File: src/hdl/sar_adc_cfg.svh
// Constants of the SAR converter control block
// Behaviour
// - Converter, track-and-hold and amplifier run only while the enable bit is 1.
// - Multiplexer offers eight external inputs plus an internal temperature channel.
// - Each input pair is single-ended or differential; all single-ended after reset.
// - Three-bit gain field selects 0.5 to 16; unity after reset.
// - SAR clock is the system clock divided by one more than the divider field.
// - Two-bit start mode picks software, timer 3, external edge or timer 2.
// - Busy reads 1 through a conversion and clears itself at completion.
// - Busy falling at completion sets the done flag and, if enabled, the interrupt request.
// - Result goes to high and low registers, justified by the justify bit.
// - With tracking mode 0 the input is tracked whenever idle.
// - With tracking mode 1 each software or timer start begins with three SAR clocks tracking.
// - Low-power mode with external start tracks while low, converts on rising edge.
// - Tracking is off while the chip is in standby or sleep.
// - Differential results are two's complement, single-ended results unsigned.
// - Gain code 000=1, 001=2, 010=4, 011=8, 10x=16, 11x=0.5.
// - Five-bit divider value equals system clock over SAR clock, minus one.
// - Four-bit channel address; any address 1xxx selects the temperature sensor.
`ifndef SAR_ADC_CFG_SVH
`define SAR_ADC_CFG_SVH
// ****************************************
// Register byte offsets
// ****************************************
`define OFS_CTRL   8'h00
`define OFS_CONFIG 8'h04
`define OFS_CHAN   8'h08
`define OFS_PAIR   8'h0c
`define OFS_RES_HI 8'h10
`define OFS_RES_LO 8'h14
`define OFS_IRQ_EN 8'h18
// ****************************************
// Field positions and reset values
// ****************************************
`define CTRL_EN    7
`define CTRL_TM    6
`define CTRL_DONE  5
`define CTRL_BUSY  4
`define CTRL_CM_HI 3
`define CTRL_CM_LO 2
`define CTRL_LJST  0
`define CFG_DIV_HI 7
`define CFG_DIV_LO 3
`define CFG_GAIN_HI 2
`define CFG_RST    8'hf8
`define CHAN_TEMP  3
`define RES_BITS   10
`define PAD_BITS   6
`define SAR_TOP    10'h200
`define TRACK_CLKS 2'h3
`endif

File: src/hdl/sar_adc_pkg.sv
// Types shared by the SAR converter control block
`default_nettype none
package sar_adc_pkg;
    typedef enum logic [1:0] {
        S_IDLE  = 2'b00,
        S_TRACK = 2'b01,
        S_CONV  = 2'b11
    } conv_state_t;
    typedef enum logic [1:0] {
        START_SW  = 2'b00,
        START_T3  = 2'b01,
        START_EXT = 2'b10,
        START_T2  = 2'b11
    } start_mode_t;
    typedef enum logic [2:0] {
        GAIN_1    = 3'h0,
        GAIN_2    = 3'h1,
        GAIN_4    = 3'h2,
        GAIN_8    = 3'h3,
        GAIN_16   = 3'h4,
        GAIN_HALF = 3'h5
    } gain_t;
endpackage
`default_nettype wire

File: src/hdl/sar_adc_conversion_control.sv
// Control logic of a 10-bit SAR converter with a Wishbone register port
//
// Design decisions made here: the Wishbone interface to the registers and the placing of the registers.
`timescale 1ns/10ps
`default_nettype none
`include "sar_adc_cfg.svh"
module sar_adc_conversion_control
    import sar_adc_pkg::*;
(
    input  wire logic        clk_i,          // System clock
    input  wire logic        rst_i,          // Synchronous reset
    input  wire logic        cyc_i,          // Wishbone cycle
    input  wire logic        stb_i,          // Wishbone strobe
    input  wire logic        we_i,           // Wishbone write
    input  wire logic [7:0]  adr_i,          // Byte address
    input  wire logic [3:0]  sel_i,          // Byte lanes
    input  wire logic [31:0] dat_i,          // Write data
    output logic      [31:0] dat_o,          // Read data
    output logic             ack_o,          // Wishbone ack
    input  wire logic        timer3_ovf_i,   // Timer 3 overflow pulse
    input  wire logic        timer2_ovf_i,   // Timer 2 overflow pulse
    input  wire logic        external_convert_start_i, // Start pin level
    input  wire logic        chip_standby_i, // Chip in standby or sleep
    input  wire logic        comp_i,         // Comparator: input above trial
    output logic             adc_power_o,    // Analog section powered
    output logic             track_o,        // Track-and-hold tracking
    output logic      [3:0]  mux_ch_o,       // Positive channel, 8 = temp
    output logic             diff_o,         // Differential pair selected
    output gain_t            gain_o,         // Decoded amplifier gain
    output logic      [9:0]  dac_code_o,     // SAR trial code
    output logic             conv_irq_o      // Conversion interrupt request
);
    // ****************************************
    // Registers
    // ****************************************
    logic        en_q, en_d, tm_q, tm_d, done_q, done_d, ljst_q, ljst_d;
    logic        ie_q, ie_d, ack_q, ack_d, cnv_q;
    start_mode_t cm_q, cm_d;
    logic [4:0]  div_q, div_d, dcnt_q, dcnt_d;
    logic [2:0]  gsel_q, gsel_d;
    logic [3:0]  chan_q, chan_d, pair_q, pair_d;
    logic [7:0]  rhi_q, rhi_d, rlo_q, rlo_d;
    logic [31:0] dat_d;
    conv_state_t st_q, st_d;
    logic [1:0]  tcnt_q, tcnt_d;
    logic [9:0]  sar_q, sar_d, msk_q, msk_d;
    logic        wr, sar_tick, ext_rise, start, sw_start, fin;
    logic [9:0]  res_raw, res_v;
    logic        sign;

    // ****************************************
    // Bus decode and start sources
    // ****************************************
    // Write lands on the edge where ack is seen by the master
    assign wr       = cyc_i && stb_i && we_i && ack_q && sel_i[0];
    assign ack_o    = ack_q;
    assign sar_tick = en_q && (dcnt_q == div_q);
    assign ext_rise = external_convert_start_i && !cnv_q;
    assign sw_start = wr && (adr_i == `OFS_CTRL) && dat_i[`CTRL_BUSY];
    // Trigger multiplexer, gated by enable
    always_comb begin
        unique case (cm_q)
            START_SW:  start = sw_start;
            START_T3:  start = timer3_ovf_i;
            START_EXT: start = ext_rise;
            START_T2:  start = timer2_ovf_i;
        endcase
        start = start && en_q && (st_q == S_IDLE);
    end

    // ****************************************
    // Conversion sequencer
    // ****************************************
    assign fin = (st_q == S_CONV) && sar_tick && msk_q[0];
    // Next state of sequencer, divider and SAR
    always_comb begin
        st_d   = st_q;
        tcnt_d = tcnt_q;
        sar_d  = sar_q;
        msk_d  = msk_q;
        dcnt_d = sar_tick ? 5'h0 : dcnt_q + 5'h1;
        if (start) begin
            // External start in low-power mode already tracked while low
            if (tm_q && cm_q != START_EXT) begin
                st_d = S_TRACK;
            end else begin
                st_d = S_CONV;
            end
            tcnt_d = 2'h0;
            sar_d  = `SAR_TOP;
            msk_d  = `SAR_TOP;
            dcnt_d = 5'h0;
        end
        unique case (st_q)
            S_IDLE: ;
            S_TRACK: begin
                if (sar_tick) begin
                    tcnt_d = tcnt_q + 2'h1;
                    if (tcnt_q == `TRACK_CLKS - 2'h1) begin
                        st_d = S_CONV;
                    end
                end
            end
            S_CONV: begin
                if (sar_tick) begin
                    // Keep the trial bit if input is above it, try the next
                    sar_d = (comp_i ? sar_q : (sar_q & ~msk_q)) | (msk_q >> 1);
                    msk_d = msk_q >> 1;
                    if (msk_q[0]) begin
                        st_d = S_IDLE;
                    end
                end
            end
            default: st_d = S_IDLE;
        endcase
        if (!en_q) begin
            st_d   = S_IDLE;
            dcnt_d = 5'h0;
        end
    end

    // ****************************************
    // Result formatting
    // ****************************************
    // Final bit decided in the same tick as completion
    assign res_raw = comp_i ? sar_q : (sar_q & ~msk_q);
    // Offset binary to two's complement by flipping the top bit
    assign res_v = diff_o ? {~res_raw[9], res_raw[8:0]} : res_raw;
    assign sign  = diff_o && res_v[9];

    // ****************************************
    // Register file next values
    // ****************************************
    always_comb begin
        en_d   = en_q;
        tm_d   = tm_q;
        cm_d   = cm_q;
        ljst_d = ljst_q;
        div_d  = div_q;
        gsel_d = gsel_q;
        chan_d = chan_q;
        pair_d = pair_q;
        ie_d   = ie_q;
        done_d = done_q;
        rhi_d  = rhi_q;
        rlo_d  = rlo_q;
        ack_d  = cyc_i && stb_i && !ack_q;
        dat_d  = 32'h0;
        if (wr) begin
            unique case (adr_i)
                `OFS_CTRL: begin
                    en_d   = dat_i[`CTRL_EN];
                    tm_d   = dat_i[`CTRL_TM];
                    done_d = dat_i[`CTRL_DONE];
                    cm_d   = start_mode_t'(dat_i[`CTRL_CM_HI:`CTRL_CM_LO]);
                    ljst_d = dat_i[`CTRL_LJST];
                end
                `OFS_CONFIG: begin
                    div_d  = dat_i[`CFG_DIV_HI:`CFG_DIV_LO];
                    gsel_d = dat_i[`CFG_GAIN_HI:0];
                end
                `OFS_CHAN:   chan_d = dat_i[3:0];
                `OFS_PAIR:   pair_d = dat_i[3:0];
                `OFS_IRQ_EN: ie_d   = dat_i[0];
                default: ;
            endcase
        end
        if (fin) begin
            done_d = 1'b1; // set wins over a clear
            if (ljst_q) begin
                {rhi_d, rlo_d} = {res_v, {`PAD_BITS{1'b0}}};
            end else begin
                {rhi_d, rlo_d} = {{`PAD_BITS{sign}}, res_v};
            end
        end
        // Read data prepared as ack rises
        if (cyc_i && stb_i && !we_i && !ack_q) begin
            unique case (adr_i)
                `OFS_CTRL: dat_d[7:0] = {en_q, tm_q, done_q, st_q != S_IDLE,
                                         cm_q, 1'b0, ljst_q};
                `OFS_CONFIG: dat_d[7:0] = {div_q, gsel_q};
                `OFS_CHAN:   dat_d[3:0] = chan_q;
                `OFS_PAIR:   dat_d[3:0] = pair_q;
                `OFS_RES_HI: dat_d[7:0] = rhi_q;
                `OFS_RES_LO: dat_d[7:0] = rlo_q;
                `OFS_IRQ_EN: dat_d[0]   = ie_q;
                default: ;
            endcase
        end
    end

    // Registering of every state group
    always_ff @(posedge clk_i) begin
        if (rst_i) begin
            en_q   <= 1'b0;
            tm_q   <= 1'b0;
            cm_q   <= START_SW;
            ljst_q <= 1'b0;
            {div_q, gsel_q} <= `CFG_RST;
            chan_q <= 4'h0;
            pair_q <= 4'h0;
            ie_q   <= 1'b0;
            done_q <= 1'b0;
            rhi_q  <= 8'h0;
            rlo_q  <= 8'h0;
            ack_q  <= 1'b0;
            dat_o  <= 32'h0;
            st_q   <= S_IDLE;
            tcnt_q <= 2'h0;
            sar_q  <= 10'h0;
            msk_q  <= 10'h0;
            dcnt_q <= 5'h0;
            cnv_q  <= 1'b0;
        end else begin
            en_q   <= en_d;
            tm_q   <= tm_d;
            cm_q   <= cm_d;
            ljst_q <= ljst_d;
            div_q  <= div_d;
            gsel_q <= gsel_d;
            chan_q <= chan_d;
            pair_q <= pair_d;
            ie_q   <= ie_d;
            done_q <= done_d;
            rhi_q  <= rhi_d;
            rlo_q  <= rlo_d;
            ack_q  <= ack_d;
            dat_o  <= dat_d;
            st_q   <= st_d;
            tcnt_q <= tcnt_d;
            sar_q  <= sar_d;
            msk_q  <= msk_d;
            dcnt_q <= dcnt_d;
            cnv_q  <= external_convert_start_i;
        end
    end

    // ****************************************
    // Analog side controls
    // ****************************************
    assign adc_power_o = en_q;
    assign dac_code_o  = sar_q;
    assign conv_irq_o  = done_q && ie_q;
    // Top address bit overrides pair setting for the temperature sensor
    assign diff_o   = !chan_q[`CHAN_TEMP] && pair_q[chan_q[2:1]];
    assign mux_ch_o = chan_q[`CHAN_TEMP] ? 4'h8 :
                      (diff_o ? {1'b0, chan_q[2:1], 1'b0} : chan_q);
    // Tracking choice; standby stops it to save power
    always_comb begin
        track_o = 1'b0;
        if (en_q && !chip_standby_i) begin
            if (st_q == S_TRACK) begin
                track_o = 1'b1;
            end else if (st_q == S_IDLE) begin
                if (!tm_q) begin
                    track_o = 1'b1;
                end else if (cm_q == START_EXT) begin
                    track_o = !external_convert_start_i;
                end
            end
        end
    end
    // Gain code decode
    always_comb begin
        unique casez (gsel_q)
            3'b000:  gain_o = GAIN_1;
            3'b001:  gain_o = GAIN_2;
            3'b010:  gain_o = GAIN_4;
            3'b011:  gain_o = GAIN_8;
            3'b10?:  gain_o = GAIN_16;
            default: gain_o = GAIN_HALF;
        endcase
    end
endmodule
`default_nettype wire

File: config.mk
export PLATFORM = sky130hd
export DESIGN_NAME = sar_adc_conversion_control
export DESIGN_NICKNAME = d
export VERILOG_FILES = /design/src/hdl/sar_adc_pkg.sv /design/src/hdl/sar_adc_conversion_control.sv
export VERILOG_INCLUDE_DIRS = /design/src /design/src/hdl
export SDC_FILE = /design/constraint.sdc
export NUM_CORES = 1
export LEC_CHECK = 0
export ABC_AREA = 1
export BUFFER_PORTS_ARGS = -buffer_cell sky130_fd_sc_hd__buf_4
export CAP_MARGIN = 25
export CORE_MARGIN = 4
export CORE_UTILIZATION = 32
export DETAILED_ROUTE_END_ITERATION = 10
export GPL_TIMING_DRIVEN = 0
export PLACE_DENSITY = 0.58
export SYNTH_ARGS = -nofsm -noshare
export SYNTH_HDL_FRONTEND = slang
export SYNTH_SLANG_ARGS = --single-unit
File: constraint.sdc
create_clock -name clk_i -period 3.97 [get_ports clk_i]
set_input_delay 0.1985 -clock clk_i [delete_from_list [all_inputs] [get_ports clk_i]]
set_output_delay 0.1985 -clock clk_i [all_outputs]
set_load 0.02 [all_outputs]
==> flow_metrics.tcl, run 1 <==
set metrics [dict create \
    status "complete, no violations" \
    critPathRequiredTime_ns 4.24 \
    ys_seq_elements 78 \
    power_uw 1730 \
    syn_to_final_growth_pct 26.0 \
    async_reset_ff_share_pct 0 \
    rr_endpoint "rhi_q[7]" \
    globalRouteTotalUtil_pct 15.1 \
    rsz0062_at_grt "false" \
    cp.arrival_ns 2.04 \
    yosysSeqAreaShare_pct 39.5 \
    drv_cap 0 \
    drt-total-wl_um 10800 \
    min_from "external_convert_start_i" \
    diodes 0 \
    post-synth-top-area-cell "dfxtp_1" \
    hold_depth 3 \
    hpwl_um 8270 \
    reg2reg_from "pair_q[0]" \
    hold_path_end "cnv_q" \
    detail_route.first_pass.iterations 5 \
    fin_nets 707 \
    grt_pass1_vias 3480 \
    cts_tree "done" \
    gp_congestion 0.861 \
    synth-main-ff-cell "dfxtp_1" \
    yosys-top-cells-count "95 x nand2_1, 79 x nor2_1, 78 x dfxtp_1, 54 x o21ai_0, 53 x inv_1" \
    core.rowCount 40 \
    ir_worst_vdd_uv 183 \
    min_period_ns 1.77 \
    cts.sinks 78 \
    drt-vias-per-instance 4.64 \
    worstSkewPairLatency_ns 0.33 \
    numPortBuffers 56 \
    reg2reg_depth 10 \
    maxSlewHeadroom_pct 43.0 \
    grt_max_degree 13 \
    drt_iter0_drc 206 \
    tns_ns 0 \
    clock_path_buffers 2 \
    post_cts_resized 0 \
    drive_above_1_share_pct 20.9 \
    antenna_found_initial 0 \
    synth.top_cell.area_share_pct 39.5 \
    final_area_um2 4980 \
    synthCells 560 \
    setup_viol 0 \
    grt_pass1_wl_um 17400 \
    vias 3817 \
    cts.htree.levels 3 \
    dieArea_um2 14200 \
    rrSetupSlack_ns 2.20 \
    wire_per_inst_um 13.1 \
    io_pins 108 \
    synth_edf_count 0 \
    clock-skew-final_ns 0.00593 \
    fmax_mhz 564 \
    ys_top_cells_by_area "dfxtp_1 40%, nand2_1 9.0%, nor2_1 7.5%, o21ai_0 6.8%, a21oi_1 5.3%" \
    remaining_drc_errors 0 \
    drv_slew 0 \
    cts-root-buf "clkbuf_16" \
    avgSynthCellArea_um2 7.05 \
    numCtsBuffers 9 \
    synthDistinctLibCells 38 \
    path_class "flip-flop to flip-flop" \
    hold_violations 0 \
    die_w_um 119 \
    cp_max_fo 3 \
    path_clk_slew_ns 0.06 \
    core_um2 12100 \
    synth_area_um2 3950 \
    leakage_uw 0.00215 \
    place_area_um2 4670 \
    worst_slew_pin_slew_ns 0.848 \
    cts_hold_buf 0 \
    detail-route-antenna-nets 0 \
    p_per_area_nw_per_um2 348 \
    start_kind "flip-flop" \
    die-height_um 119 \
    grt-ovfl-total 0 \
    postCtsSetupBuffers 0 \
    timing.final.crit_share_pct 44.7 \
    cp-end-kind "flip-flop" \
    floorplan.initialDensity_pct 32.7 \
    hp-class "primary input to flip-flop" \
    yosysMostFrequentCell "nand2_1" \
    ys_warn_count 0 \
]
-- where the power goes --
part / internal, uW / switching, uW
Sequential: 784 / 0.530
Combinational: 41.1 / 58.9
Clock: 534 / 312
-- cell families (layout without fill, tap and decap cells) --
kind of cell	after synthesis	in the layout	synth area share, %
other	1	24	0.0949
adders and majority gates	3	3	0.950
xor gates and xnor gates	2	2	0.444
and+or+nand+nor	249	249	28.8
AOI/OAI and AO/OA	121	121	16.4
buffers and inverters	106	177	13.8
DFF	78	78	39.5
-- cell type report --
cell class | instances | area (um2)
Fill cell | 1259 | 7090
Clock buffer | 12 | 267
Inverter | 64 | 240
Multi-Input combinational cell | 399 | 1930
Timing Repair Buffer | 56 | 420
Clock inverter | 3 | 42.5
Sequential cell | 78 | 1560
Buffer | 42 | 304
Tap cell | 168 | 210
-- stage by stage --
step	hold slack (ns)	instances	worst slack, ns	util (%)
after floorplan	0.305	583	2.28	-
after global placement	0.422	807	2.21	38.7
after detailed placement	0.429	807	2.20	38.7
after CTS	0.0865	822	2.18	41.3
after global routing	0.106	822	1.95	41.3
final	0.0887	822	2.20	41.3
-- worst max path at each step --
| stage | start | endpoint | slack, ns | cells after the start |
|---|---|---|---|---|
| after floorplan | chan_q[1] | rhi_q[7] | 2.28 | 9 |
| after detailed placement | pair_q[0] | rhi_q[7] | 2.20 | 10 |
| final | pair_q[0] | rhi_q[7] | 2.20 | 10 |
| after global placement | chan_q[1] | rhi_q[7] | 2.21 | 9 |
| after global routing | pair_q[0] | rhi_q[7] | 1.95 | 10 |
| after CTS | pair_q[0] | rhi_q[7] | 2.18 | 10 |
-- sequential cells by signal (all words and copies together), names as in the netlist, 2 cells and up --
name and count:
dac_code_o 10, msk_q 10, dat_o 8, rhi_q 8
rlo_q 8, dcnt_q 5, div_q 5, chan_q 4
pair_q 4, gsel_q 3, cm_q 2, st_q 2
tcnt_q 2
-- layer usage --
| metal | routed length, um | global-route usage [%] | vias up |
|---|---|---|---|
| li1 | - | - | 1953 |
| met4 | 119 | 3.48 | 0 |
| met5 | 0 | 0 | - |
| met2 | 4820 | 24.1 | 125 |
| met3 | 839 | 4.46 | 12 |
| met1 | 5010 | 20.0 | 1727 |
-- cells in the final DEF (no fill, tap or decap), types with 2 or more instances in the layout --
master     synthesis  routed
clkbuf_8           0       3
o21ai_0           54      54
nand2_2            7       7
a22o_1             3       3
nand4_1            7       7
xor2_1             2       2
o21ai_1            9       9
clkbuf_1           8       8
o21a_1             2       2
a21oi_1           42      42
conb_1             1      24
clkbuf_16          0       9
buf_2              2       2
nor2_2            11      11
inv_2              7       7
inv_1             53      53
nor3_1             6       6
buf_4             26      82
nand3_1           33      33
nand3_2            2       2
nor2_1            79      79
o211ai_1           6       6
nand2_1           95      95
buf_6              5       5
clkinv_1           4       4
o22ai_1            2       2
ha_1               3       3
dfxtp_1           78      78
nand3_4            2       2
-- worst max-delay path, stage by stage, from the launching register on --
cell     delay, ns
dfxtp_1       0.30
inv_1         0.06
nor2_1        0.08
inv_1         0.04
a32oi_1       0.24
inv_1         0.07
nor2_1        0.19
ha_1          0.27
o21ai_0       0.25
o21ai_1       0.11
nor2_1        0.09
No activity file was read; power rests on OpenSTA's default activity.
==> run 2, diff against run 1 <==
--- a/config.mk
+++ b/config.mk
@@ -13,7 +13,7 @@
 export CORE_UTILIZATION = 32
 export DETAILED_ROUTE_END_ITERATION = 10
 export GPL_TIMING_DRIVEN = 0
-export PLACE_DENSITY = 0.58
+export PLACE_DENSITY = 0.6
 export SYNTH_ARGS = -nofsm -noshare
 export SYNTH_HDL_FRONTEND = slang
 export SYNTH_SLANG_ARGS = --single-unit
==> constraint.sdc (replaced) <==
create_clock -name clk_i -period 1.5 [get_ports clk_i]
set_input_delay 0.075 -clock clk_i [delete_from_list [all_inputs] [get_ports clk_i]]
set_output_delay 0.075 -clock clk_i [all_outputs]
set_load 0.02 [all_outputs]
==> flow_metrics.tcl, run 2 (synthesis gave the netlist of run 1 again) <==
set metrics [dict create \
    status "finished with violations" \
    violations "negative setup slack" \
    detail_route.first_pass.iterations 5 \
    timing.final.crit_share_pct 105 \
    cp-end-kind "flip-flop" \
    clkPwrFrac_pct 47.7 \
    core_um2 12100 \
    cp_max_fo 6 \
    post-place-cells 807 \
    hold_violations 0 \
    clock_path_buffers 2 \
    wire_per_inst_um 13.9 \
    gp_congestion 0.859 \
    min_period_ns 1.58 \
    p_int_uw 3460 \
    floorplan.initialDensity_pct 32.7 \
    numPortBuffers 56 \
    syn_to_final_growth_pct 43.5 \
    io_pins 108 \
    die_w_um 119 \
    leakage_uw 0.00242 \
    grt-ovfl-total 0 \
    setup_viol 28 \
    grt_pass1_vias 3777 \
    grt_pass1_wl_um 18600 \
    remaining_drc_errors 0 \
    path_class "flip-flop to flip-flop" \
    dieArea_um2 14200 \
    clock-skew-final_ns 0.00706 \
    critPathRequiredTime_ns 1.77 \
    cp.arrival_ns 1.85 \
    p_per_area_nw_per_um2 795 \
    globalRouteTotalUtil_pct 16.1 \
    drt-vias-per-instance 4.71 \
    core.rowCount 40 \
    hpwl_um 8280 \
    power_frac_seq_pct 45.9 \
    drt_iter0_drc 194 \
    antenna_found_initial 0 \
    cts.htree.levels 3 \
    hp-class "primary input to flip-flop" \
    p_switching_uw 1040 \
    ir_worst_vdd_uv 777 \
    p_comb_share_pct 6.4 \
    cts_tree "done" \
    final_cell_mix "95 x buf_4, 83 x nand2_1, 74 x nor2_1" \
    numCtsBuffers 9 \
    instances_no_fill 848 \
    drt-total-wl_um 11800 \
    worstSkewPairLatency_ns 0.34 \
    drv_slew 0 \
    fin_ws_ns -0.0771 \
    cts.sinks 78 \
    detail-route-antenna-nets 0 \
    cts-root-buf "clkbuf_16" \
    maxSlewHeadroom_pct 50.0 \
    start_kind "flip-flop" \
    die-height_um 119 \
    preCtsSetupSlack_ns -0.211 \
    power_uw 4510 \
    p_sw_share_pct 23.2 \
    fmax_mhz 634 \
    drive_above_1_share_pct 36.9 \
    path_clk_slew_ns 0.06 \
    grt_max_degree 14 \
    hold_slack_ns 0.0270 \
    fin_nets 733 \
    rsz0062_at_grt "true" \
    vias 3997 \
    drv_cap 0 \
    worst_slew_pin_slew_ns 0.750 \
    final_common_cell "buf_4" \
    diodes 0 \
]
[run 2: changes by cell type in the layout (fill, tap and decap cells not counted), sizes merged]
cell / change
clkbuf: -4
buf: +22
dlygate4sd3: +4
clkinvlp: +1
clkinv: +4
inv: -1
[run 2: per-stage QoR]
step	instance area [um2]	TNS (ns)	util [%]
after floorplan	4050	-0.0121	-
after global placement	4680	-2.62	38.8
after detailed placement	4680	-3.07	38.8
after CTS	5300	-1.12	44.0
after global routing	5670	-4.11	47.0
final	5670	-0.962	47.0
[run 2: critical path: stages (launching register included)]
cell and delay (ns):
dfxtp_4 0.36, inv_2 0.07, nand2_1 0.06, a32oi_2 0.20, inv_1 0.10, nor2_4 0.15, ha_4 0.16, nand2_4 0.09
o21ai_2 0.10, o21ai_2 0.08, nor2_1 0.13
[run 2: cell type report]
| cell class | instances | area (um2) |
|---|---|---|
| Timing Repair Buffer | 82 | 719 |
| Tap cell | 168 | 210 |
| Timing Repair inverter | 1 | 5.00 |
| Inverter | 64 | 245 |
| Sequential cell | 78 | 1590 |
| Buffer | 41 | 328 |
| Clock inverter | 6 | 63.8 |
| Multi-Input combinational cell | 399 | 2280 |
| Clock buffer | 9 | 225 |
| Fill cell | 1189 | 6390 |
[run 2: power by group through the flow]
stage / combinational [uW] / clock (uW) / sequential [uW]
final: 286 / 2150 / 2070
after floorplan: 168 / 0 / 2120
after CTS: 274 / 2190 / 2080
after detailed placement: 263 / 0 / 2120
after global routing: 309 / 2260 / 2070
after global placement: 261 / 0 / 2120
[run 2: repair_timing]
item / CTS / global route
hold buffers: 4 / 0
resized for setup: 47 / 103
endpoints found under the hold margin: 4 / 0
endpoints found under the setup margin: 51 / 61
setup buffers: 13 / 6
gates cloned: 3 / 2
pin swaps: 11 / 25
[run 2: final timing paths]
path	start	to	slack, ns	cells after the start
worst max-delay path	chan_q[1]	rhi_q[3]	-0.08	10
worst min-delay path	dat_i[3]	div_q[0]	0.03	3
worst max register to register	chan_q[1]	rhi_q[3]	-0.08	10
worst min register to register	ack_o	ack_o	0.47	1
[run 2: per-layer routing]
layer	vias up	track usage [%]	part of all wire [%]
li1	2013	-	-
met1	1841	21.0	45
met2	131	25.8	47
met3	12	4.42	6.4
met4	0	5.00	1.2
met5	-	0	0
